[config.mk]
export PLATFORM = sky130hd
export DESIGN_NAME = fbm_host
export DESIGN_NICKNAME = d
export VERILOG_FILES = /design/src/rtl/fbm_pkg.sv /design/src/rtl/fbm_host.sv
export SDC_FILE = /design/constraint.sdc
export NUM_CORES = 1
export LEC_CHECK = 0
export BUFFER_PORTS_ARGS = -buffer_cell sky130_fd_sc_hd__buf_2
export CAP_MARGIN = 30
export CORE_UTILIZATION = 59
export DETAILED_ROUTE_END_ITERATION = 7
export PLACE_DENSITY_LB_ADDON = 0.3
export SYNTH_ARGS = -nofsm -noshare
export SYNTH_HDL_FRONTEND = slang
export SYNTH_SLANG_ARGS = --single-unit
[constraint.sdc]
create_clock -name clk -period 4.7 [get_ports clk]
set_input_delay 0.235 -clock clk [delete_from_list [all_inputs] [get_ports clk]]
set_output_delay 0.235 -clock clk [all_outputs]
set_load 0.01 [all_outputs]
[src/rtl/fbm_pkg.sv]
// Purpose: constants for the flash bus mode host controller
// Assumes: 100 MHz clock, 10 ns period
// Notes:   command codes and unlock addresses of the flash command set
package fbm_pkg;
    // ==========================================================
    // timing
    localparam int CLK_PERIOD_NS   = 10;
    localparam int WAKE_NS         = 500;
    localparam int WAKE_CYC        = (WAKE_NS + CLK_PERIOD_NS - 1) / CLK_PERIOD_NS;
    localparam int ACCESS_NS       = 90;
    localparam int ACCESS_CYC      = (ACCESS_NS + CLK_PERIOD_NS - 1) / CLK_PERIOD_NS;
    localparam int PULSE_NS        = 50;
    localparam int PULSE_CYC       = (PULSE_NS + CLK_PERIOD_NS - 1) / CLK_PERIOD_NS;
    // ==========================================================
    // command set
    localparam logic [19:0] UNLOCK_ADDR_A = 20'h0_0555;
    localparam logic [19:0] UNLOCK_ADDR_B = 20'h0_02AA;
    localparam logic [7:0]  UNLOCK_DATA_A = 8'hAA;
    localparam logic [7:0]  UNLOCK_DATA_B = 8'h55;
    localparam logic [7:0]  CMD_RESET     = 8'hF0;
    localparam logic [7:0]  CMD_IDENT     = 8'h90;
    // ==========================================================
    // identifier mode addresses
    localparam logic [19:0] ID_MAKER_ADDR = 20'h0_0000;
    localparam logic [19:0] ID_PART_ADDR  = 20'h0_0001;
    localparam logic [19:0] ID_PROT_ADDR  = 20'h0_0002;
    localparam int          GROUP_LSB     = 17;
    // ==========================================================
    // host operations
    typedef enum logic [2:0] {
        OP_READ, OP_WRITE, OP_ID_CMD, OP_EXIT_ID, OP_ID_READ, OP_PROT_SET, OP_PROT_VERIFY, OP_STANDBY
    } fbm_op_e;
endpackage : fbm_pkg

[src/rtl/fbm_host.sv]
// Purpose: host controller driving a parallel flash through its pins
// Assumes: flash data pins synchronised here; elevated voltages are enable outputs
// Notes:   one operation at a time, req/ack handshake
`timescale 1ns/1ns
`default_nettype none
module fbm_host #(
    parameter int ADDR_W = 20,
    parameter int DATA_W = 8
) (
    input  wire logic              clk,
    input  wire logic              rst,
    input  wire logic              clkEn,
    input  wire logic              reqValid,
    output logic                   reqReady,
    input  wire fbm_pkg::fbm_op_e  reqOp,
    input  wire logic [ADDR_W-1:0] reqAddr,
    input  wire logic [DATA_W-1:0] reqData,
    input  wire logic              tempUnprotect,
    output logic                   respValid,
    output logic [DATA_W-1:0]      respData,
    output logic                   respParityOk,
    output logic [ADDR_W-1:0]      flashAddr,
    output logic [DATA_W-1:0]      flashDataOut,
    output logic                   flashDataOe,
    input  wire logic [DATA_W-1:0] flashDataIn,
    output logic                   selectN,
    output logic                   gateN,
    output logic                   strobeN,
    output logic                   resetN,
    output logic                   idVoltOnAddrNine,
    output logic                   idVoltOnGate,
    output logic                   idVoltOnReset
);
    // ==========================================================
    // state and registers
    typedef enum logic [2:0] {
        S_WAKE, S_IDLE, S_SETUP, S_PULSE, S_HOLD, S_DONE
    } fbm_state_e;

    localparam int CNT_W = 8;

    fbm_state_e          state_r, state_nxt;
    logic [CNT_W-1:0]    cnt_r;
    logic [1:0]          step_r;
    fbm_pkg::fbm_op_e    op_r;
    logic [ADDR_W-1:0]   addr_r, useAddr;
    logic [DATA_W-1:0]   data_r, useData;
    logic [DATA_W-1:0]   rdSync1_r, rdSync2_r;
    logic [DATA_W-1:0]   respData_r;
    logic                respValid_r;
    logic [ADDR_W-1:0]   flashAddr_r;
    logic [DATA_W-1:0]   flashDataOut_r;
    logic                oe_r, sel_r, gate_r, strobe_r, rstPin_r, nine_r, gateHv_r, rstHv_r;

    // ==========================================================
    // operation decode
    wire isRead     = (op_r == fbm_pkg::OP_READ) || (op_r == fbm_pkg::OP_ID_READ) ||
                      (op_r == fbm_pkg::OP_PROT_VERIFY);
    wire isMulti    = (op_r == fbm_pkg::OP_ID_CMD) || (op_r == fbm_pkg::OP_EXIT_ID);
    wire lastStep   = !isMulti || (step_r == 2'd2);
    wire hvNine     = (op_r == fbm_pkg::OP_ID_READ) || (op_r == fbm_pkg::OP_PROT_SET) ||
                      (op_r == fbm_pkg::OP_PROT_VERIFY);
    wire [CNT_W-1:0] phaseLen = isRead ? CNT_W'(fbm_pkg::ACCESS_CYC) : CNT_W'(fbm_pkg::PULSE_CYC);
    wire cntDone    = (cnt_r == '0);
    // standby: pin held low for one wake span, then released for another
    wire inResetPhase = (op_r == fbm_pkg::OP_STANDBY) && (step_r == 2'd0);
    wire standbyLow   = (state_r == S_WAKE) && inResetPhase && !cntDone;

    // unlock sequence address and data per step
    always_comb begin
        useAddr = addr_r;
        useData = data_r;
        if (isMulti) begin
            unique case (step_r)
                2'd0: begin
                    useAddr = fbm_pkg::UNLOCK_ADDR_A;
                    useData = fbm_pkg::UNLOCK_DATA_A;
                end
                2'd1: begin
                    useAddr = fbm_pkg::UNLOCK_ADDR_B;
                    useData = fbm_pkg::UNLOCK_DATA_B;
                end
                default: begin
                    useAddr = fbm_pkg::UNLOCK_ADDR_A;
                    useData = (op_r == fbm_pkg::OP_ID_CMD) ? fbm_pkg::CMD_IDENT : fbm_pkg::CMD_RESET;
                end
            endcase
        end else if (op_r == fbm_pkg::OP_PROT_VERIFY) begin
            useAddr = addr_r;
            useAddr[6] = 1'b0;
            useAddr[1] = 1'b1;
            useAddr[0] = 1'b0;
        end else if (op_r == fbm_pkg::OP_ID_READ) begin
            useAddr = addr_r;
            useAddr[1] = 1'b0;
        end
    end

    // next state
    always_comb begin
        state_nxt = state_r;
        unique case (state_r)
            S_WAKE:  if (cntDone && !inResetPhase) state_nxt = S_IDLE;
            S_IDLE:  if (reqValid) state_nxt = (reqOp == fbm_pkg::OP_STANDBY) ? S_WAKE : S_SETUP;
            S_SETUP: state_nxt = S_PULSE;
            S_PULSE: if (cntDone) state_nxt = S_HOLD;
            S_HOLD:  state_nxt = lastStep ? S_DONE : S_SETUP;
            S_DONE:  state_nxt = S_IDLE;
        endcase
    end

    // ==========================================================
    // sequencer
    always_ff @(posedge clk) begin
        if (rst) begin
            state_r <= S_WAKE;
            cnt_r   <= CNT_W'(fbm_pkg::WAKE_CYC);
            step_r  <= 2'd0;
            op_r    <= fbm_pkg::OP_READ;
            addr_r  <= '0;
            data_r  <= '0;
        end else if (clkEn) begin
            state_r <= state_nxt;
            if (state_r == S_IDLE && reqValid) begin
                op_r   <= reqOp;
                addr_r <= reqAddr;
                data_r <= reqData;
                step_r <= 2'd0;
                if (reqOp == fbm_pkg::OP_STANDBY)
                    cnt_r <= CNT_W'(fbm_pkg::WAKE_CYC);
            end
            if (state_r == S_SETUP)
                cnt_r <= phaseLen - 1'b1;
            else if (!cntDone && state_r != S_IDLE)
                cnt_r <= cnt_r - 1'b1;
            if (state_r == S_HOLD && !lastStep)
                step_r <= step_r + 2'd1;
            // end of the low phase: reload for the wake wait
            if (state_r == S_WAKE && cntDone && inResetPhase) begin
                cnt_r  <= CNT_W'(fbm_pkg::WAKE_CYC);
                step_r <= 2'd1;
            end
        end
    end

    // pin drive: setup holds address, gate low for reads, strobe high; pulse asserts strobe for writes only
    always_ff @(posedge clk) begin
        if (rst) begin
            flashAddr_r    <= '0;
            flashDataOut_r <= '0;
            oe_r     <= 1'b0;
            sel_r    <= 1'b1;
            gate_r   <= 1'b1;
            strobe_r <= 1'b1;
            rstPin_r <= 1'b0;
            nine_r   <= 1'b0;
            gateHv_r <= 1'b0;
            rstHv_r  <= 1'b0;
        end else if (clkEn) begin
            rstPin_r <= !standbyLow;
            rstHv_r  <= tempUnprotect;
            if (state_r == S_SETUP) begin
                flashAddr_r    <= useAddr;
                flashDataOut_r <= useData;
                sel_r    <= 1'b0;
                gate_r   <= !isRead;
                oe_r     <= !isRead;
                nine_r   <= hvNine;
                gateHv_r <= (op_r == fbm_pkg::OP_PROT_SET);
                strobe_r <= 1'b1;
            end else if (state_r == S_PULSE) begin
                strobe_r <= isRead;
            end else if (state_r == S_HOLD) begin
                strobe_r <= 1'b1;
            end else if (state_r == S_DONE || state_r == S_IDLE) begin
                sel_r    <= 1'b1;
                gate_r   <= 1'b1;
                oe_r     <= 1'b0;
                nine_r   <= 1'b0;
                gateHv_r <= 1'b0;
            end
        end
    end

    // ==========================================================
    // read data capture through two flops
    always_ff @(posedge clk) begin
        if (rst) begin
            rdSync1_r   <= '0;
            rdSync2_r   <= '0;
            respData_r  <= '0;
            respValid_r <= 1'b0;
        end else if (clkEn) begin
            rdSync1_r   <= flashDataIn;
            rdSync2_r   <= rdSync1_r;
            respValid_r <= (state_r == S_DONE);
            if (state_r == S_HOLD && isRead)
                respData_r <= rdSync2_r;
        end
    end

    // ==========================================================
    // outputs
    assign reqReady         = (state_r == S_IDLE) && clkEn;
    assign respValid        = respValid_r;
    assign respData         = respData_r;
    assign respParityOk     = ^respData_r;
    assign flashAddr        = flashAddr_r;
    assign flashDataOut     = flashDataOut_r;
    assign flashDataOe      = oe_r;
    assign selectN          = sel_r;
    assign gateN            = gate_r;
    assign strobeN          = strobe_r;
    assign resetN           = rstPin_r;
    assign idVoltOnAddrNine = nine_r;
    assign idVoltOnGate     = gateHv_r;
    assign idVoltOnReset    = rstHv_r;
endmodule // fbm_host
`default_nettype wire

==> results.txt, run 1 <==
The met1 demand-to-capacity share in global routing is 37.1%, and the post-CTS setup repair buffer count is 0. The H-tree generated during clock tree synthesis spans 3 levels. The run finished with clean final reports. Across the routed clock network, the largest skew measured is 8.84 ps. In this run, synthesis inferred 0 flip-flops with an integrated enable.

The total power draw is 0.00204 W, and the number of optimization iterations in the first detailed-route pass is 4. The sum of negative setup slack is 0 ps, and the layout filler cell count is 608. The total routed wirelength is 10500 um, and the mean routed wirelength per cell is 14.9 um.

The post-synthesis async set-or-reset flop share is 0%, and the ratio of routed vias to standard cells is 5.67. The maximum ir drop on the vdd rail was 0.000299 V; the total number of nets in the final design was 650. The power per cell area works out to 400 nW/um^2. The core region is 7290 um^2.

Detailed placement ended at an HPWL of 7070 um. From bottom edge to top edge, the die measures 88.9 um. Counting instances in the post-synthesis netlist gives the leading cell types as sky130_fd_sc_hd__dfxtp_1, sky130_fd_sc_hd__nand2_1, sky130_fd_sc_hd__a21oi_1.

The number of pins exceeding their max-slew limit in the final report came out at 0. The sequential fraction of the synthesis area was 47.2%; the number of max-capacitance violations reported was 0. Pin placement for this block handled 91 I/O pins.

Data arrives at the worst endpoint at 2650 ps. For the cell count after synthesis, the log shows 531. Once layout is complete, the utilization of the core stands at 70.0%. The CTS buffer count is 9, and the count of cell types in the netlist is 53. The number of antenna-violating nets in the routed design is 0, and the flip-flop and latch count after synthesis is 105. The via count is 3983, and the global-route wire length before repair is 16400 um.

The maximum count of clock buffers along a single path was 2. The number of failing setup endpoints in the final timing report is 0, and the share of the synthesized area in the top cell type is 47.2%. Clock-pin slew was measured on the worst setup and hold paths at 100 ps. After global routing the overflow that remains totals 0. By area the synthesized netlist is led by sky130_fd_sc_hd__dfxtp_1, sky130_fd_sc_hd__nand2_1, sky130_fd_sc_hd__a21oi_1.

The logs give 5.45% for the global routing met3 resource utilization and 27.0% for the global router's overall resource usage. The tools report the static power due to leakage as 2.09 nW. Once the floorplan was initialized, standard cells occupied 61.1% of the core.

Entering global routing, the biggest net connects 79 pins. In the finished design, the share of the clock period the worst path needs comes to 51.2%. For flop-to-flop paths, the worst setup slack is 2290 ps.

At the pin with the least slew margin, the transition time is 1030 ps. In this run the horizontal extent of the chip is 88.9 um. STA classifies the critical path endpoint as a flop.

The worst endpoint required time was 4940 ps. The synthesized design spends more area on one cell type than any other, namely sky130_fd_sc_hd__dfxtp_1. The critical path in this run is classified as flop to flop. Port buffering added 90 buffers. The initial detailed-routing violation count came out at 221.

Clock latency of the later-clocked register in the worst-skew pair: 370 ps. TritonCTS built the clock tree. After clock tree synthesis, the flow added hold-fix buffers numbering 0. The number of antenna violations at the first check in global routing is 0. The growth of design area from synthesis to finish was 14.5%.

Fraction of layout instances using a drive strength above 1: 20.0%. The worst setup path is launched from a flop. Derived from the worst setup path, the maximum achievable clock frequency is 0.416 GHz.

The floorplan step defined a die boundary enclosing 7900 um^2. The worst path needs 2410 ps of the cycle, external delays included. The synthesized area divided by synthesized cell count was 8.39 um^2.

Routability-driven placement finished with a final weighted congestion of 0.906. Type of the tightest min-delay check: input port to flop. For this run, design rule violations remaining after detail routing come to 0. Of all nets on the critical path, the largest fanout is 16. Setup repair after global routing left no endpoint under its margin. The number of global-route vias before repair was 3554. For this run, the leading register cell type out of synthesis is sky130_fd_sc_hd__dfxtp_1. Clock tree synthesis selected as its root buffer the cell sky130_fd_sc_hd__clkbuf_8.

The most common cell in the synthesized netlist is sky130_fd_sc_hd__dfxtp_1. The tree built by TritonCTS fans out to 105 sinks. The number of antenna diodes in the final layout is 0. The run gives 4460 um^2 as the netlist area before placement.

The run gives 31.4% as the headroom to the max-slew limit. The tools report the final number of hold-violating endpoints as 0. The number of warning messages in the yosys log was 0.

For the net count after synthesis, the log shows 582. Global routing consumed, on the met2 layer, 41.4% of the routing resources. After floorplanning, the core was divided into 31 placement rows.

The number of cells upsized or downsized after cts was 0. The global routing stage identified its most utilized layer as met2.
[cell usage in the layout, fill, tap and decap left out, drive strengths merged, types with 2 or more instances in the layout]
cell type,n
nor3,11
o221ai,2
clkinv,4
nor3b,4
and3,2
mux2i,26
nand2,97
ha,7
o21ai,12
a311o,2
inv,12
a311oi,10
nand4,2
nand3,14
o211ai,9
nand2b,4
nor2,60
a31oi,3
buf,94
xnor2,8
nor2b,4
o22ai,3
nor4,3
or3,3
clkbuf,9
a221o,2
a211oi,7
or3b,3
dfxtp,105
a21oi,66
[kinds of logic (layout without fill, tap and decap cells)]
group	count (synthesis)	count (layout)	share of synthesized area [%]
flops	105	105	47.2
buf+inv	46	119	4.27
xor+xnor	9	9	1.77
mux	26	26	5.84
fa+ha+maj	7	7	1.97
simple gates	211	211	20.9
compound gates	127	127	18.1
[worst paths after layout]
path,depth (start not counted),start,endpoint
worst max-delay path,5,state_r[0],cnt_r[6]
worst min-delay path,3,reqData[2],data_r[2]
worst max register to register,5,state_r[0],cnt_r[6]
worst min register to register,2,flashAddr[16],flashAddr[16]
[layer usage]
layer,share of wire (%),vias up
met3,6.6,17
li1,-,1978
met5,0,-
met2,47,143
met1,44,1845
met4,1.8,0
[stage by stage]
stage	setup WS [ps]	hold WS, ps	area [um^2]	std cells
final	2290	91.2	5100	703
after global placement	2140	437	4900	686
after floorplan	2850	371	4460	531
after CTS	2330	85.3	5100	703
after detailed placement	2090	443	4930	687
after global routing	2090	78.2	5100	703
[cell type report]
class | instances | area (um^2) | share of cell area [%]
Timing Repair Buffer | 94 | 500 | 9.81
Clock inverter | 7 | 52.6 | 1.03
Tap cell | 99 | 124 | 2.43
Inverter | 9 | 33.8 | 0.662
Clock buffer | 9 | 124 | 2.43
Multi-Input combinational cell | 380 | 2170 | 42.4
Sequential cell | 105 | 2100 | 41.2
[critical path, cell delays in order (launching register included)]
cell	delay [ps]
sky130_fd_sc_hd__dfxtp_1	480
sky130_fd_sc_hd__or3_1	460
sky130_fd_sc_hd__nor3_1	580
sky130_fd_sc_hd__a21boi_1	270
sky130_fd_sc_hd__a31oi_1	350
sky130_fd_sc_hd__a311oi_1	140
[power breakdown]
| part | leakage [nW] | switching [W] | internal (W) |
|---|---|---|---|
| clock | 0.0957 | 0.000318 | 0.000199 |
| combinational | 1.14 | 0.000290 | 0.000192 |
| sequential | 0.850 | 0.0000812 | 0.000961 |
[state kept, by name, summed over array words and instances (netlist names), 8 cells and up]
name,count
respData,8
rdSync2_r,8
addr_r,20
rdSync1_r,8
flashDataOut,8
flashAddr,20
cnt_r,8
data_r,8
Power figures use the tool's default switching activity.
==> run 2: changes to the inputs <==
--- a/config.mk
+++ b/config.mk
@@ -7,7 +7,7 @@
 export LEC_CHECK = 0
 export BUFFER_PORTS_ARGS = -buffer_cell sky130_fd_sc_hd__buf_2
 export CAP_MARGIN = 30
-export CORE_UTILIZATION = 59
+export CORE_UTILIZATION = 54
 export DETAILED_ROUTE_END_ITERATION = 7
 export PLACE_DENSITY_LB_ADDON = 0.3
 export SYNTH_ARGS = -nofsm -noshare
==> constraint.sdc (replaced) <==
create_clock -name clk -period 2.5 [get_ports clk]
set_input_delay 0.125 -clock clk [delete_from_list [all_inputs] [get_ports clk]]
set_output_delay 0.125 -clock clk [all_outputs]
set_load 0.01 [all_outputs]
==> results.txt, run 2 (synthesized netlist as in run 1, its figures left out) <==
The flow ran to the end, and the final reports show no timing, DRC or antenna violations. The die span in x was 92.8 um (+4.4%). Power per cell area: 715 nW/um^2 (+79%).

In the layout the commonest cells are sky130_fd_sc_hd__dfxtp_1, sky130_fd_sc_hd__nand2_1, sky130_fd_sc_hd__buf_2, sky130_fd_sc_hd__a21oi_1, sky130_fd_sc_hd__nor2_1. The initial detailed-routing violation count was 283 (+28%). The growth of design area from synthesis to finish is 23.7%, and the count of inserted antenna diode cells is 0 (unchanged). Critical path's top delay family: simple AND/OR/NAND/NOR gates. The overall die area was 8620 um^2 (+9.0%); the residual overflow from global routing was 0 (unchanged). TritonCTS built the clock tree. For the total core area, the log shows 7850 um^2 (+7.6%). Leaving out fill and tap cells, the most frequent cell in the layout is sky130_fd_sc_hd__dfxtp_1.

Clock latency of the later-clocked register in the worst-skew pair: 380 ps (about the same). Timing-limited maximum frequency: 0.473 GHz (+14%). The number of port buffers works out to 90 (unchanged). The number of pins exceeding their max-slew limit in the final report is 0 (unchanged), and the internal portion of total power is 0.00262 W (+94%). The vertical extent of the die is 92.8 um (+4.4%), and the setup clock skew after layout is 12.9 ps (+4.03 ps).

The utilization after layout came out at 70.2% (+0.28 points). STA classifies the critical path endpoint as a flop. The number of antenna violations at the first check in global routing came out at 0 (unchanged).

The number of H-tree branching levels came out at 3 (unchanged). Number of antenna-violating nets in the routed design: 0 (unchanged). The post-layout minimum cycle time works out to 2110 ps (-293 ps). The tools report the number of optimization iterations in the first detailed-route pass as 5 (+1). STA classifies the critical path startpoint as a flop.

Total half-perimeter wirelength after legalization and detailed placement: 7300 um (+3.3%). The maximum ir drop on the vdd rail came out at 0.000484 V (+62%). The signal on the critical path passes through or3_1 -> or3_4 -> o211ai_2 -> nand4_1 -> a311o_1.

For this design, the slowest cell found on the critical path is sky130_fd_sc_hd__dfxtp_1. The number of cells upsized or downsized after cts came out at 0 (unchanged). The switching power came out at 0.00132 W (+92%). The final critical-path share of the clock period was 84.5% (+33 points); the number of max-capacitance violations reported was 0 (unchanged).

The root buffer cell chosen for the clock tree is sky130_fd_sc_hd__clkbuf_8. The total routed wirelength came out at 11400 um (+8.6%). The pin count of the biggest net entering global routing is 59 (-25%). The fraction of power spent switching nets was 33.6% (-0.15 points).

The slew at the pin closest to its max-slew limit is 641 ps (-389 ps). The biggest fanout along the worst timing path works out to 16 (unchanged). Maximum count of clock buffers along a single path: 2 (unchanged). The start point of the worst hold path was reqOp[0]. The post-CTS setup repair buffer count is 0 (unchanged). The number of buffers inserted for hold repair after clock tree synthesis is 34 (+34), and the total instance count after detailed placement is 699 (+1.7%). The ratio of routed vias to standard cells works out to 5.60 (-1.1%). The logs give 2.27 nW (+8.8%) for the static power due to leakage and 25.7% (+0.4 points) for the relative contribution of the clock network to total power. The fraction of layout instances using a drive strength above 1 is 19.9% (-0.095 points), and the global-route wire length before repair is 18600 um (+13%).

The mean routed wirelength per cell was 15.2 um (+1.9%); the data arrival at the endpoint of the critical path was 2380 ps (-270 ps). The via count was 4196 (+5.3%). Setup repair after global routing left no endpoint under its margin. The number of top-level pins is 91 (unchanged), and the proportion of power drawn by combinational gates is 24.7% (+1.1 points).

The number of global-route vias before repair came out at 3961 (+11%). The post-layout instance count excluding filler cells is 749 (+6.5%), and the worst endpoint required time is 2770 ps (-2170 ps). The maximum single-stage delay on the critical path was 460 ps (-120 ps); the row count was 32 (+3.2%).

The run gives 0.878 (-3.1%) as the final weighted congestion in routability-driven placement. The final number of hold-violating endpoints came out at 0 (unchanged). The share of total power in sequential cells came out at 49.6% (-1.5 points). The buffering stage count on the worst path with inverters included was 0 (unchanged). The run gives 9 (unchanged) as the CTS buffer count. The sum of negative setup slack was 0 ps (unchanged). The path class of the tightest hold or removal check is input port to flop.

The register clock-pin slew on the reported worst setup and hold paths was 100 ps (about the same); the initial core utilization was 56.8% (-4.3 points). The worst register-to-register path begins at state_r[0]. By startpoint and endpoint, the worst setup path is classified as flop to flop. The total number of nets in the final design was 694 (+6.8%); the number of sinks handled by clock tree synthesis was 105 (unchanged). The total power draw was 0.00394 W (+93%).

For the global router's overall resource usage, the log shows 27.6% (+0.56 points). The worst setup path startpoint is state_r[0]. The headroom to the max-slew limit was 56.8% (+25 points); the number of failing setup endpoints in the final timing report was 0 (unchanged). The run gives 0 (unchanged) as the DRC violations left.
-- run 2: changes by cell type in the layout (fill, tap and decap cells not counted), sizes merged --
cell	delta
clkinv	-4
buf	+9
inv	+1
dlygate4sd3	+35
clkinvlp	+1
clkbuf	+1
-- run 2: per-layer routing --
| layer | wire (um) | global-route usage, % | up-vias |
|---|---|---|---|
| li1 | - | - | 2061 |
| met1 | 5070 | 34.3 | 1983 |
| met2 | 5470 | 45.8 | 123 |
| met3 | 536 | 5.99 | 29 |
| met4 | 287 | 11.8 | 0 |
| met5 | 0 | 0 | - |
-- run 2: cell type report --
type	count	area, um^2
fill	653	2330
tap	102	128
clock buffer	10	138
inverter	9	33.8
timing repair buffer	138	901
sequential	105	2100
clock inverter	5	45.0
multi-input combinational	380	2170
-- run 2: worst min-delay path, cell delays in order --
cell	delay, ps
sky130_fd_sc_hd__buf_2	110
sky130_fd_sc_hd__nand2_1	50
sky130_fd_sc_hd__a21oi_1	50
-- run 2: power groups by stage --
stage	logic [W]	clock network, W	registers (W)
floorplan	0.000680	0	0.00195
global placement	0.000906	0	0.00198
detailed placement	0.000917	0	0.00199
CTS	0.000963	0.00103	0.00195
global route	0.00107	0.00111	0.00198
finish	0.000976	0.00101	0.00195
-- run 2: path summary, 6_finish.rpt --
path	end	slack [ps]	cells after the start
worst min register to register	flashAddr[14]	450	2
worst min-delay path	op_r[0]	9	3
worst max register to register	cnt_r[4]	390	5
worst max-delay path	cnt_r[4]	390	5
-- run 2: stage by stage --
stage          setup WS [ps]  hold slack, ps  area (um^2)
2_1_floorplan            647             261         4460
3_3_place_gp             446             359         4980
3_5_place_dp             408             367         4980
4_1_cts                  395           0.231         5500
5_1_grt                  193            23.8         5510
6_report                 387            8.97         5510
